File: src/rsa_pkg.sv
package rsa_pkg;

	// ==========================================================
	// Control word fields for the range total
	localparam int CW_SKIP_HI_BIT = 12;
	localparam int CW_BYTE_BIT = 13;
	localparam int CW_BIN_BIT = 14;
	localparam int CW_SIGNED_BIT = 15;
	localparam logic [15:0] COUNT_MIN = 16'h0001;

	// ==========================================================
	// Arithmetic process codes and table header fields
	localparam logic [15:0] TRIG_SIN = 16'h0000;
	localparam logic [15:0] TRIG_COS = 16'h0001;
	localparam logic [15:0] ANGLE_MAX = 16'h0384;
	localparam int HDR_MIRROR_BIT = 13;
	localparam int HDR_OUT_BIN_BIT = 14;
	localparam int HDR_IN_BIN_BIT = 15;
	localparam logic [2:0] STEP_SRC = 3'h0;
	localparam logic [2:0] STEP_HDR = 3'h1;
	localparam logic [2:0] STEP_XMAX = 3'h2;
	localparam logic [2:0] STEP_Y0 = 3'h3;
	localparam logic [2:0] STEP_XK = 3'h4;
	localparam logic [2:0] STEP_YK = 3'h5;

	// ==========================================================
	// Iterative engines: rotation in Q4.20, radians per tenth in Q.28
	localparam logic [5:0] CORDIC_ITER = 6'h10;
	localparam logic [5:0] DIV_ITER = 6'h20;
	localparam logic signed [23:0] CORDIC_GAIN = 24'sh09b74f;
	localparam logic [31:0] RAD_PER_TENTH = 32'h0007261d;
	localparam logic signed [23:0] FRAC_ONE = 24'sh100000;
	localparam logic signed [23:0] TRUNC_BIAS = 24'sh000018;

	function automatic logic signed [23:0] cordic_atan(input logic [5:0] i);
		case (i)
			6'h00: cordic_atan = 24'sh0c90fe;
			6'h01: cordic_atan = 24'sh076b1a;
			6'h02: cordic_atan = 24'sh03eb6f;
			6'h03: cordic_atan = 24'sh01fd5c;
			6'h04: cordic_atan = 24'sh00ffab;
			6'h05: cordic_atan = 24'sh007ff5;
			6'h06: cordic_atan = 24'sh003fff;
			6'h07: cordic_atan = 24'sh002000;
			6'h08: cordic_atan = 24'sh001000;
			6'h09: cordic_atan = 24'sh000800;
			6'h0a: cordic_atan = 24'sh000400;
			6'h0b: cordic_atan = 24'sh000200;
			6'h0c: cordic_atan = 24'sh000100;
			6'h0d: cordic_atan = 24'sh000080;
			6'h0e: cordic_atan = 24'sh000040;
			6'h0f: cordic_atan = 24'sh000020;
			default: cordic_atan = 24'sh000000;
		endcase
	endfunction

	// ==========================================================
	// Sequencer register map (byte offsets) and data memory
	localparam logic [7:0] REG_CMD = 8'h00;
	localparam logic [7:0] REG_CWORD = 8'h04;
	localparam logic [7:0] REG_SRC = 8'h08;
	localparam logic [7:0] REG_DST = 8'h0c;
	localparam logic [7:0] REG_STATUS = 8'h10;
	localparam logic [7:0] REG_MADDR = 8'h14;
	localparam logic [7:0] REG_MDATA = 8'h18;
	localparam int MEM_AW = 10;
	localparam logic [15:0] MEM_WORDS = 16'h0400;
	localparam logic [15:0] WORD_RESET = 16'h0000;

	typedef enum logic [3:0] {
		ST_IDLE = 4'h0,
		ST_READ = 4'h1,
		ST_WAIT = 4'h2,
		ST_USE = 4'h3,
		ST_CORDIC = 4'h4,
		ST_DIVIDE = 4'h5,
		ST_WRITE = 4'h6,
		ST_WWAIT = 4'h7,
		ST_DONE = 4'h8
	} rsa_state_type;

endpackage

File: src/rsa_link_if.sv
interface rsa_link_if;
	logic req;
	logic op_apr;
	logic exec_cond;
	logic ctrl_const;
	logic [15:0] ctrl_word;
	logic [15:0] src_addr;
	logic [15:0] dst_addr;
	logic busy;
	logic done;
	logic error_flag;
	logic equal_zero_flag;
	logic negative_flag;
	logic mem_req;
	logic mem_we;
	logic [15:0] mem_addr;
	logic [15:0] mem_wdata;
	logic [15:0] mem_rdata;
	logic mem_ack;
	logic mem_err;

	modport unit(input req, input op_apr, input exec_cond, input ctrl_const, input ctrl_word,
		input src_addr, input dst_addr, output busy, output done, output error_flag,
		output equal_zero_flag, output negative_flag, output mem_req, output mem_we,
		output mem_addr, output mem_wdata, input mem_rdata, input mem_ack, input mem_err);

	modport seq(output req, output op_apr, output exec_cond, output ctrl_const, output ctrl_word,
		output src_addr, output dst_addr, input busy, input done, input error_flag,
		input equal_zero_flag, input negative_flag, input mem_req, input mem_we,
		input mem_addr, input mem_wdata, output mem_rdata, output mem_ack, output mem_err);
endinterface

File: src/rsa_bcd_add.sv
module rsa_bcd_add #(
	parameter int DIG = 8
) (
	input wire logic [4*DIG-1:0] a,
	input wire logic [4*DIG-1:0] b,
	input wire logic cin,
	output logic [4*DIG-1:0] sum,
	output logic cout
);
	logic [DIG:0] c;

	assign c[0] = cin;
	assign cout = c[DIG];

	// ==========================================================
	// One decimal digit per stage, ripple carry
	for (genvar g = 0; g < DIG; g++) begin : g_dig
		wire [4:0] raw = {1'b0, a[4*g +: 4]} + {1'b0, b[4*g +: 4]} + {4'h0, c[g]};
		wire over = raw > 5'h09;
		wire [4:0] fix = raw + 5'h06;
		assign sum[4*g +: 4] = over ? fix[3:0] : raw[3:0];
		assign c[g+1] = over;
	end
endmodule // rsa_bcd_add

File: src/rsa_arith_unit.sv
// The APB interface to the registers and the register addresses were chosen for this implementation.
module rsa_arith_unit (
	input wire logic CLOCK,
	input wire logic NRST,
	rsa_link_if.unit LINK,
	output logic BUSY
);
	rsa_pkg::rsa_state_type state_q;
	logic busy_q, done_q, er_q, eq_q, neg_q;
	logic req_q, we_q;
	logic [15:0] maddr_q, wdata_q;
	logic op_q, cconst_q, half_q, wr_hi_q, sgn_q;
	logic [15:0] cw_q, dst_q, addr_q, rd_q, cnt_q;
	logic [15:0] x_q, hdr_q, xm_q, px_q, py_q, cx_q, den_q, rem_q, res_q;
	logic [31:0] acc_q, num_q;
	logic [7:0] k_q;
	logic [2:0] step_q;
	logic [5:0] it_q;
	logic signed [23:0] cx_r, cy_r, cz_r;

	// ==========================================================
	// Digit helpers
	function automatic logic is_bcd(input logic [15:0] v);
		is_bcd = (v[15:12] < 4'ha) && (v[11:8] < 4'ha) && (v[7:4] < 4'ha) && (v[3:0] < 4'ha);
	endfunction

	function automatic logic [15:0] bcd2bin(input logic [15:0] v);
		bcd2bin = {12'h000, v[15:12]} * 16'd1000 + {12'h000, v[11:8]} * 16'd100
			+ {12'h000, v[7:4]} * 16'd10 + {12'h000, v[3:0]};
	endfunction

	function automatic logic [15:0] bin2bcd(input logic [15:0] v);
		logic [35:0] s;
		s = {20'h00000, v};
		for (int i = 0; i < 16; i++) begin
			for (int j = 0; j < 5; j++) begin
				if (s[16+4*j +: 4] > 4'h4) s[16+4*j +: 4] = s[16+4*j +: 4] + 4'h3;
			end
			s = {s[34:0], 1'b0};
		end
		bin2bcd = s[31:16];
	endfunction

	// Each step multiplies by ten and peels the integer digit; lower digits drop off
	function automatic logic [15:0] frac2bcd(input logic [19:0] v);
		logic [23:0] t;
		logic [19:0] f;
		f = v;
		frac2bcd = 16'h0000;
		for (int i = 0; i < 4; i++) begin
			t = {1'b0, f, 3'b000} + {3'b000, f, 1'b0};
			frac2bcd = {frac2bcd[11:0], t[23:20]};
			f = t[19:0];
		end
	endfunction

	// ==========================================================
	// Range total datapath
	wire byte_mode = cw_q[rsa_pkg::CW_BYTE_BIT];
	wire bcd_mode = !cw_q[rsa_pkg::CW_BIN_BIT];
	wire signed_mode = cw_q[rsa_pkg::CW_BIN_BIT] && cw_q[rsa_pkg::CW_SIGNED_BIT];
	wire [7:0] byte_sel = half_q ? rd_q[7:0] : rd_q[15:8];
	wire [15:0] item = byte_mode ? {8'h00, byte_sel} : rd_q;
	wire [31:0] item_sx = byte_mode ? {{24{byte_sel[7]}}, byte_sel} : {{16{rd_q[15]}}, rd_q};
	wire [31:0] acc_bin = acc_q + (signed_mode ? item_sx : {16'h0000, item});
	wire [31:0] acc_bcd;
	wire [31:0] acc_next = bcd_mode ? acc_bcd : acc_bin;
	wire item_bad = bcd_mode && !is_bcd(item);
	wire [15:0] cnt_field = {4'h0, LINK.ctrl_word[11:0]};
	wire [15:0] cnt_bin = bcd2bin(cnt_field);
	wire cnt_ok = is_bcd(cnt_field) && (cnt_bin >= rsa_pkg::COUNT_MIN);

	rsa_bcd_add #(.DIG(8)) u_bcd (
		.a(acc_q),
		.b({16'h0000, item}),
		.cin(1'b0),
		.sum(acc_bcd),
		.cout()
	);

	// ==========================================================
	// Arithmetic process datapath
	wire trig_mode = cconst_q;
	wire ctrl_ok = (LINK.ctrl_word == rsa_pkg::TRIG_SIN) || (LINK.ctrl_word == rsa_pkg::TRIG_COS);
	wire [15:0] ang_bin = bcd2bin(rd_q);
	wire ang_ok = is_bcd(rd_q) && (ang_bin <= rsa_pkg::ANGLE_MAX);
	wire [31:0] ang_rad = {16'h0000, ang_bin} * rsa_pkg::RAD_PER_TENTH;
	wire signed [23:0] atan_i = rsa_pkg::cordic_atan(it_q);
	wire signed [23:0] xs = cx_r >>> it_q;
	wire signed [23:0] ys = cy_r >>> it_q;
	// A small bias offsets the rotator's residual error before truncation
	wire signed [23:0] trig_raw = (cw_q[0] ? cx_r : cy_r) + rsa_pkg::TRUNC_BIAS;
	wire [19:0] trig_frac = trig_raw[23] ? 20'h00000 :
		(trig_raw >= rsa_pkg::FRAC_ONE) ? 20'hfffff : trig_raw[19:0];
	wire [15:0] trig_bcd = frac2bcd(trig_frac);
	wire in_bin = rd_q[rsa_pkg::HDR_IN_BIN_BIT];
	wire [15:0] x_conv = in_bin ? x_q : bcd2bin(x_q);
	wire [15:0] x_mirror = (x_q > rd_q) ? 16'h0000 : rd_q - x_q;
	wire signed [16:0] dy = $signed({1'b0, rd_q}) - $signed({1'b0, py_q});
	wire [15:0] dxp = x_q - px_q;
	wire signed [33:0] prod = dy * $signed({1'b0, dxp});
	wire [33:0] prod_abs = prod[33] ? 34'h000000000 - prod : prod;
	wire [16:0] dtrial = {rem_q, num_q[31]};
	wire dfit = dtrial >= {1'b0, den_q};
	wire [16:0] dsub = dtrial - {1'b0, den_q};
	wire [16:0] qv = sgn_q ? 17'h00000 - num_q[16:0] : num_q[16:0];
	wire [15:0] lin_y = py_q + qv[15:0];
	wire out_bin = hdr_q[rsa_pkg::HDR_OUT_BIN_BIT];
	wire [15:0] lin_fmt = out_bin ? lin_y : bin2bcd(lin_y);
	wire [15:0] cy_fmt = out_bin ? rd_q : bin2bcd(rd_q);
	wire last_seg = (k_q == hdr_q[7:0] + 8'h01);
	wire [15:0] wr_word = op_q ? res_q : (wr_hi_q ? acc_q[31:16] : acc_q[15:0]);
	wire [15:0] low_word = op_q ? res_q : acc_q[15:0];
	wire zero_res = op_q ? (res_q == 16'h0000) : (acc_q == 32'h00000000);

	// ==========================================================
	// Sequencer
	always_ff @(posedge CLOCK) begin
		if (!NRST) begin
			state_q <= rsa_pkg::ST_IDLE;
			busy_q <= 1'b0;
			done_q <= 1'b0;
			er_q <= 1'b0;
			eq_q <= 1'b0;
			neg_q <= 1'b0;
			req_q <= 1'b0;
			we_q <= 1'b0;
			maddr_q <= rsa_pkg::WORD_RESET;
			wdata_q <= rsa_pkg::WORD_RESET;
		end else begin
			req_q <= 1'b0;
			done_q <= 1'b0;
			case (state_q)
				rsa_pkg::ST_IDLE: begin
					if (LINK.req) begin
						op_q <= LINK.op_apr;
						cconst_q <= LINK.ctrl_const;
						cw_q <= LINK.ctrl_word;
						dst_q <= LINK.dst_addr;
						addr_q <= LINK.src_addr;
						acc_q <= 32'h00000000;
						half_q <= LINK.ctrl_word[rsa_pkg::CW_BYTE_BIT]
							&& LINK.ctrl_word[rsa_pkg::CW_SKIP_HI_BIT];
						cnt_q <= cnt_bin;
						wr_hi_q <= 1'b0;
						step_q <= rsa_pkg::STEP_SRC;
						busy_q <= 1'b1;
						if (!LINK.exec_cond) begin
							state_q <= rsa_pkg::ST_DONE;
						end else begin
							er_q <= 1'b0;
							if ((!LINK.op_apr && !cnt_ok) ||
								(LINK.op_apr && LINK.ctrl_const && !ctrl_ok)) begin
								er_q <= 1'b1;
								state_q <= rsa_pkg::ST_DONE;
							end else begin
								state_q <= rsa_pkg::ST_READ;
							end
						end
					end
				end
				rsa_pkg::ST_READ: begin
					req_q <= 1'b1;
					we_q <= 1'b0;
					maddr_q <= addr_q;
					state_q <= rsa_pkg::ST_WAIT;
				end
				rsa_pkg::ST_WAIT: begin
					if (LINK.mem_ack) begin
						rd_q <= LINK.mem_rdata;
						if (LINK.mem_err) begin
							er_q <= 1'b1;
							state_q <= rsa_pkg::ST_DONE;
						end else begin
							state_q <= rsa_pkg::ST_USE;
						end
					end
				end
				rsa_pkg::ST_USE: begin
					state_q <= rsa_pkg::ST_READ;
					if (!op_q) begin
						acc_q <= acc_next;
						cnt_q <= cnt_q - 16'h0001;
						half_q <= byte_mode && !half_q;
						if (!byte_mode || half_q) addr_q <= addr_q + 16'h0001;
						if (item_bad) begin
							er_q <= 1'b1;
							state_q <= rsa_pkg::ST_DONE;
						end else if (cnt_q == 16'h0001) begin
							state_q <= rsa_pkg::ST_WRITE;
						end
					end else begin
						addr_q <= addr_q + 16'h0001;
						case (step_q)
							rsa_pkg::STEP_SRC: begin
								x_q <= rd_q;
								step_q <= rsa_pkg::STEP_HDR;
								addr_q <= cw_q;
								if (trig_mode) begin
									cx_r <= rsa_pkg::CORDIC_GAIN;
									cy_r <= 24'sh000000;
									cz_r <= $signed(ang_rad[31:8]);
									it_q <= 6'h00;
									state_q <= ang_ok ? rsa_pkg::ST_CORDIC : rsa_pkg::ST_DONE;
									er_q <= !ang_ok;
								end
							end
							rsa_pkg::STEP_HDR: begin
								hdr_q <= rd_q;
								x_q <= x_conv;
								step_q <= rsa_pkg::STEP_XMAX;
								if (!in_bin && !is_bcd(x_q)) begin
									er_q <= 1'b1;
									state_q <= rsa_pkg::ST_DONE;
								end
							end
							rsa_pkg::STEP_XMAX: begin
								xm_q <= rd_q;
								if (hdr_q[rsa_pkg::HDR_MIRROR_BIT]) x_q <= x_mirror;
								step_q <= rsa_pkg::STEP_Y0;
							end
							rsa_pkg::STEP_Y0: begin
								py_q <= rd_q;
								px_q <= 16'h0000;
								k_q <= 8'h01;
								step_q <= rsa_pkg::STEP_XK;
							end
							rsa_pkg::STEP_XK: begin
								cx_q <= rd_q;
								step_q <= rsa_pkg::STEP_YK;
							end
							rsa_pkg::STEP_YK: begin
								step_q <= rsa_pkg::STEP_XK;
								if (x_q < cx_q) begin
									den_q <= cx_q - px_q;
									num_q <= prod_abs[31:0];
									sgn_q <= prod[33];
									rem_q <= 16'h0000;
									it_q <= 6'h00;
									state_q <= rsa_pkg::ST_DIVIDE;
								end else if (x_q == cx_q || last_seg) begin
									res_q <= cy_fmt;
									state_q <= rsa_pkg::ST_WRITE;
								end else begin
									px_q <= cx_q;
									py_q <= rd_q;
									k_q <= k_q + 8'h01;
								end
							end
							default: begin
								state_q <= rsa_pkg::ST_DONE;
							end
						endcase
					end
				end
				rsa_pkg::ST_CORDIC: begin
					cx_r <= cz_r[23] ? cx_r + ys : cx_r - ys;
					cy_r <= cz_r[23] ? cy_r - xs : cy_r + xs;
					cz_r <= cz_r[23] ? cz_r + atan_i : cz_r - atan_i;
					it_q <= it_q + 6'h01;
					if (it_q == rsa_pkg::CORDIC_ITER) begin
						res_q <= trig_bcd;
						state_q <= rsa_pkg::ST_WRITE;
					end
				end
				rsa_pkg::ST_DIVIDE: begin
					it_q <= it_q + 6'h01;
					if (it_q == rsa_pkg::DIV_ITER) begin
						res_q <= lin_fmt;
						state_q <= rsa_pkg::ST_WRITE;
					end else begin
						rem_q <= dfit ? dsub[15:0] : dtrial[15:0];
						num_q <= {num_q[30:0], dfit};
					end
				end
				rsa_pkg::ST_WRITE: begin
					req_q <= 1'b1;
					we_q <= 1'b1;
					maddr_q <= wr_hi_q ? dst_q + 16'h0001 : dst_q;
					wdata_q <= wr_word;
					state_q <= rsa_pkg::ST_WWAIT;
				end
				rsa_pkg::ST_WWAIT: begin
					if (LINK.mem_ack) begin
						if (LINK.mem_err) begin
							er_q <= 1'b1;
							state_q <= rsa_pkg::ST_DONE;
						end else if (!op_q && !wr_hi_q) begin
							wr_hi_q <= 1'b1;
							state_q <= rsa_pkg::ST_WRITE;
						end else begin
							eq_q <= zero_res;
							neg_q <= low_word[15];
							state_q <= rsa_pkg::ST_DONE;
						end
					end
				end
				rsa_pkg::ST_DONE: begin
					done_q <= 1'b1;
					busy_q <= 1'b0;
					state_q <= rsa_pkg::ST_IDLE;
				end
				default: begin
					state_q <= rsa_pkg::ST_IDLE;
				end
			endcase
		end
	end

	assign BUSY = busy_q;
	assign LINK.busy = busy_q;
	assign LINK.done = done_q;
	assign LINK.error_flag = er_q;
	assign LINK.equal_zero_flag = eq_q;
	assign LINK.negative_flag = neg_q;
	assign LINK.mem_req = req_q;
	assign LINK.mem_we = we_q;
	assign LINK.mem_addr = maddr_q;
	assign LINK.mem_wdata = wdata_q;
endmodule // rsa_arith_unit

File: src/flat_wrapper.sv
// flat-port wrapper written by rule: the top's interface ports become plain ports
module rsa_arith_unit_flat 
  (CLOCK, NRST, BUSY, LINK_req, LINK_op_apr, LINK_exec_cond, LINK_ctrl_const, LINK_ctrl_word, LINK_src_addr, LINK_dst_addr, LINK_busy, LINK_done, LINK_error_flag, LINK_equal_zero_flag, LINK_negative_flag, LINK_mem_req, LINK_mem_we, LINK_mem_addr, LINK_mem_wdata, LINK_mem_rdata, LINK_mem_ack, LINK_mem_err);
  rsa_link_if LINK_i ();
  input wire logic CLOCK;
  input wire logic NRST;
  output logic BUSY;
  input wire logic [$bits(LINK_i.req)-1:0] LINK_req;
  input wire logic [$bits(LINK_i.op_apr)-1:0] LINK_op_apr;
  input wire logic [$bits(LINK_i.exec_cond)-1:0] LINK_exec_cond;
  input wire logic [$bits(LINK_i.ctrl_const)-1:0] LINK_ctrl_const;
  input wire logic [$bits(LINK_i.ctrl_word)-1:0] LINK_ctrl_word;
  input wire logic [$bits(LINK_i.src_addr)-1:0] LINK_src_addr;
  input wire logic [$bits(LINK_i.dst_addr)-1:0] LINK_dst_addr;
  output wire logic [$bits(LINK_i.busy)-1:0] LINK_busy;
  output wire logic [$bits(LINK_i.done)-1:0] LINK_done;
  output wire logic [$bits(LINK_i.error_flag)-1:0] LINK_error_flag;
  output wire logic [$bits(LINK_i.equal_zero_flag)-1:0] LINK_equal_zero_flag;
  output wire logic [$bits(LINK_i.negative_flag)-1:0] LINK_negative_flag;
  output wire logic [$bits(LINK_i.mem_req)-1:0] LINK_mem_req;
  output wire logic [$bits(LINK_i.mem_we)-1:0] LINK_mem_we;
  output wire logic [$bits(LINK_i.mem_addr)-1:0] LINK_mem_addr;
  output wire logic [$bits(LINK_i.mem_wdata)-1:0] LINK_mem_wdata;
  input wire logic [$bits(LINK_i.mem_rdata)-1:0] LINK_mem_rdata;
  input wire logic [$bits(LINK_i.mem_ack)-1:0] LINK_mem_ack;
  input wire logic [$bits(LINK_i.mem_err)-1:0] LINK_mem_err;
  assign LINK_i.req = LINK_req;
  assign LINK_i.op_apr = LINK_op_apr;
  assign LINK_i.exec_cond = LINK_exec_cond;
  assign LINK_i.ctrl_const = LINK_ctrl_const;
  assign LINK_i.ctrl_word = LINK_ctrl_word;
  assign LINK_i.src_addr = LINK_src_addr;
  assign LINK_i.dst_addr = LINK_dst_addr;
  assign LINK_busy = LINK_i.busy;
  assign LINK_done = LINK_i.done;
  assign LINK_error_flag = LINK_i.error_flag;
  assign LINK_equal_zero_flag = LINK_i.equal_zero_flag;
  assign LINK_negative_flag = LINK_i.negative_flag;
  assign LINK_mem_req = LINK_i.mem_req;
  assign LINK_mem_we = LINK_i.mem_we;
  assign LINK_mem_addr = LINK_i.mem_addr;
  assign LINK_mem_wdata = LINK_i.mem_wdata;
  assign LINK_i.mem_rdata = LINK_mem_rdata;
  assign LINK_i.mem_ack = LINK_mem_ack;
  assign LINK_i.mem_err = LINK_mem_err;
  rsa_arith_unit u_core (.CLOCK(CLOCK), .NRST(NRST), .LINK(LINK_i), .BUSY(BUSY));
endmodule
File: config.mk
export PLATFORM = sky130hd
export DESIGN_NAME = rsa_arith_unit_flat
export DESIGN_NICKNAME = d
export VERILOG_FILES = /design/src/rsa_pkg.sv /design/src/rsa_link_if.sv /design/src/rsa_bcd_add.sv /design/src/rsa_arith_unit.sv /design/src/flat_wrapper.sv
export SDC_FILE = /design/constraint.sdc
export NUM_CORES = 2
export LEC_CHECK = 0
export ABC_AREA = 1
export BUFFER_PORTS_ARGS = -buffer_cell sky130_fd_sc_hd__buf_4
export CAP_MARGIN = 20
export CORE_MARGIN = 8
export CORE_UTILIZATION = 44
export DETAILED_ROUTE_END_ITERATION = 8
export GPL_TIMING_DRIVEN = 0
export MAX_ROUTING_LAYER = met4
export REMOVE_ABC_BUFFERS = 1
export SYNTH_ARGS = -nofsm -noshare
export SYNTH_HDL_FRONTEND = slang
export SYNTH_SLANG_ARGS = --single-unit
File: constraint.sdc
create_clock -name CLOCK -period 28.9 [get_ports CLOCK]
set_input_delay 2.89 -clock CLOCK [delete_from_list [all_inputs] [get_ports CLOCK]]
set_output_delay 2.89 -clock CLOCK [all_outputs]
set_load 0.02 [all_outputs]
==> flow_summary.yaml <==
placed_design:
  place.gp.congestion: 0.9165
  port_buffers: 111
  dp.cells: 10283
  dp_hpwl_um: 136500
  dp_slack_ns: 13.89
  placed_area_um2: 66150
timing:
  skew_ns: 0.06066
  finalSetupViolations: 0
  layout_setup_ws_ns: 13.75
  period_share: 0.5241
  fin_tns_setup_ns: 0
  finalCriticalPeriod_ns: 15.15
  tightest_slew_ns: 1.144
  fmax_mhz: 66.03
  rsz0062_at_grt: "false"
  slew_viol_final: 0
  report.final.hold_viol_count: 0
  maxSlewHeadroom: 0.2345
finish:
  nNetsFinal: 9766
  fin_area_um2: 68440
  final_cells: 10405
  mostFrequentLayoutCells: "1740 x nand2_1, 1531 x inv_1, 819 x ha_1, 589 x nor2_1, 555 x o21ai_0"
  area_delta_synth_final_pct: 9.122
  post-route-util: 0.4834
  final_common_cell: "nand2_1"
  drive_above_1_share: 0.06417
  nFillCells: 13992
critical_path:
  cp_slowest_cell: "edfxtp_1"
  startpoint_type: "flop"
  arrival_ns: 15.66
  r2r-start: "u_core.cw_q[13]"
  cp.required_ns: 29.41
  endpoint_kind: "flop"
  crit_family: "adder cells"
  ff2ff_path_depth: 85
  critPathMaxStageDelay_ns: 0.77
  reg2reg_to: "u_core.acc_q[30]"
  critPathKind: "reg2reg"
  startpoint: "u_core.cw_q[13]"
  crit_fanout: 16
  reg2reg_slack_ns: 13.75
  critPathBufInv: 21
  critPathMostFrequentCell: "inv_1"
synth:
  ys_seq_area_frac: 0.1925
  syn-instance-count: 8386
  async_flop_share: 0
  ys_ff_latch: 423
  synth.distinct_cells: 70
  synth_edf_count: 360
  ys.flop_type: "edfxtp_1"
  avgSynthCellArea_um2: 7.479
  syn-cell-area_um2: 62720
  ys_warn_count: 0
drt:
  dr.pass1.iters: 6
  drt-total-wl_um: 168000
  drc: 0
  viasPerCell: 5.163
  postRouteAntennaNets: 0
  vias: 53719
  wl_per_cell_um: 16.15
  drt_iter0_markers: 3436
floorplanning:
  die_height_um: 393.6
  rows: 138
  initial_core_util: 0.4430
  fp.dieW_um: 393.6
  fp.dieArea_um2: 154900
  coreArea_um2: 141600
  pin_count: 112
clocking:
  cts_buffers: 56
  cts_tree: "yes"
  cts-resized-gates: 0
  path_clk_slew_ns: 0.06
  cts.sinks: 423
  cts_root_buffer: "clkbuf_16"
  clkLatencyLatePin_ns: 0.70
  cts_setup_buffers: 0
  htreeDepth: 2
  cts-hold-fix-buffers: 0
  cts_buffer_depth: 3
power:
  power_leakage_uw: 0.03437
  power_frac_comb: 0.714
  p_int_uw: 2806
  p_clk_frac: 0.139
  power.switching_uw: 2830
  power_switching_share: 0.5021
  power_density_nw_per_um2: 82.35
  seqPwrFrac: 0.147
  ir_drop_uv: 118.7
hold_path:
  hp-start: "u_core.LINK.mem_addr[3]"
  min_to: "u_core.LINK.mem_addr[3]"
  hold_class: "reg2reg"
  min_path_cells: 2
global_routing:
  grt_pass1_wl_um: 271100
  grt_overflow: 0
  grt_pass1_vias: 52296
  grt_antenna_before_repair: 8
  track_usage: 0.2174
  grt_max_degree: 47
run:
  maxCapViolations: 0
run_status:
  outcome: "finished clean"
[sequential cells by signal, summed over array words and instances (netlist names), 24 cells and up, named ones only]
register      cells
u_core.acc_q     32
u_core.cx_r      24
u_core.num_q     32
u_core.cy_r      24
u_core.cz_r      24
[power by group through the flow]
stage / clock network, µW / logic [µW] / registers [µW]
finish: 786 / 4020 / 826
global placement: 0 / 3900 / 842
detailed placement: 0 / 3990 / 839
CTS: 804 / 4030 / 826
floorplan: 0 / 3210 / 834
global route: 822 / 4770 / 828
[routing by layer]
layer / up-vias / GRT usage / part of all wire
li1: 27267 / - / -
met1: 25019 / 0.2835 / 0.46
met2: 1170 / 0.3502 / 0.45
met3: 263 / 0.03119 / 0.055
met4: 0 / 0.06807 / 0.035
met5: - / - / 0
[synth_stat cells (all sizes together) (16+ instances only)]
library cell	instances	area share
a211oi	38	0.0045
a21oi	544	0.043
a31oi	40	0.0040
buf	19	0.0014
clkbuf	136	0.0086
clkinv	19	0.0011
dfxtp	63	0.020
edfxtp	360	0.17
fa	414	0.13
ha	819	0.16
inv	1552	0.093
mux2i	18	0.0029
nand2	1863	0.12
nand3	416	0.037
nand3b	42	0.0053
nand4	57	0.0057
nor2	600	0.036
nor3	63	0.0050
nor4	22	0.0022
o211ai	28	0.0034
o21a	16	0.0019
o21ai	578	0.047
o21bai	51	0.0061
o221ai	23	0.0032
o31ai	16	0.0019
or2	55	0.0055
xnor2	138	0.020
xor2	304	0.043
[worst register-to-register path: cells and delay by family, from the launching register on]
family / cells / cell delay [ns]
xor gates and xnor gates: 7 / 1.58
DFF: 1 / 0.77
adders and majority gates: 24 / 6.06
buffers and inverters: 21 / 1.97
and+or+nand+nor: 15 / 2.27
AOI/OAI and AO/OA: 18 / 2.34
[worst max path at each step]
stage / to / depth (start not counted)
after detailed placement: u_core.acc_q[31] / 82
after global routing: u_core.acc_q[30] / 84
after global placement: u_core.acc_q[31] / 81
after floorplan: u_core.acc_q[31] / 82
after CTS: u_core.acc_q[31] / 81
final: u_core.acc_q[30] / 85
[per-stage QoR]
stage	power [µW]	hold slack [ns]
2_1_floorplan	4041	0.4588
3_3_place_gp	4744	0.4596
3_5_place_dp	4834	0.4566
4_1_cts	5663	0.4661
5_1_grt	6416	0.4902
6_report	5636	0.4636
[layout make-up]
class	count	area, µm²	share of cell area
Multi-Input combinational cell	6242	44250	0.6465
Sequential cell	423	12070	0.1764
Inverter	1571	5901	0.08621
Tap cell	1890	2365	0.03455
Timing Repair Buffer	167	1813	0.02649
Clock buffer	61	1430	0.02089
Clock inverter	44	598.1	0.008738
Antenna cell	7	17.52	0.0002559
[cell families after synthesis]
family                     share of synthesized area
and+or+nand+nor                               0.2182
buffers and inverters                         0.1041
AOI/OAI and AO/OA                             0.1241
adders and majority gates                     0.2955
xor gates and xnor gates                     0.06268
DFF                                           0.1925
muxes                                       0.002872
other                                      0.0001197
No activity file was read; power rests on OpenSTA's default activity.
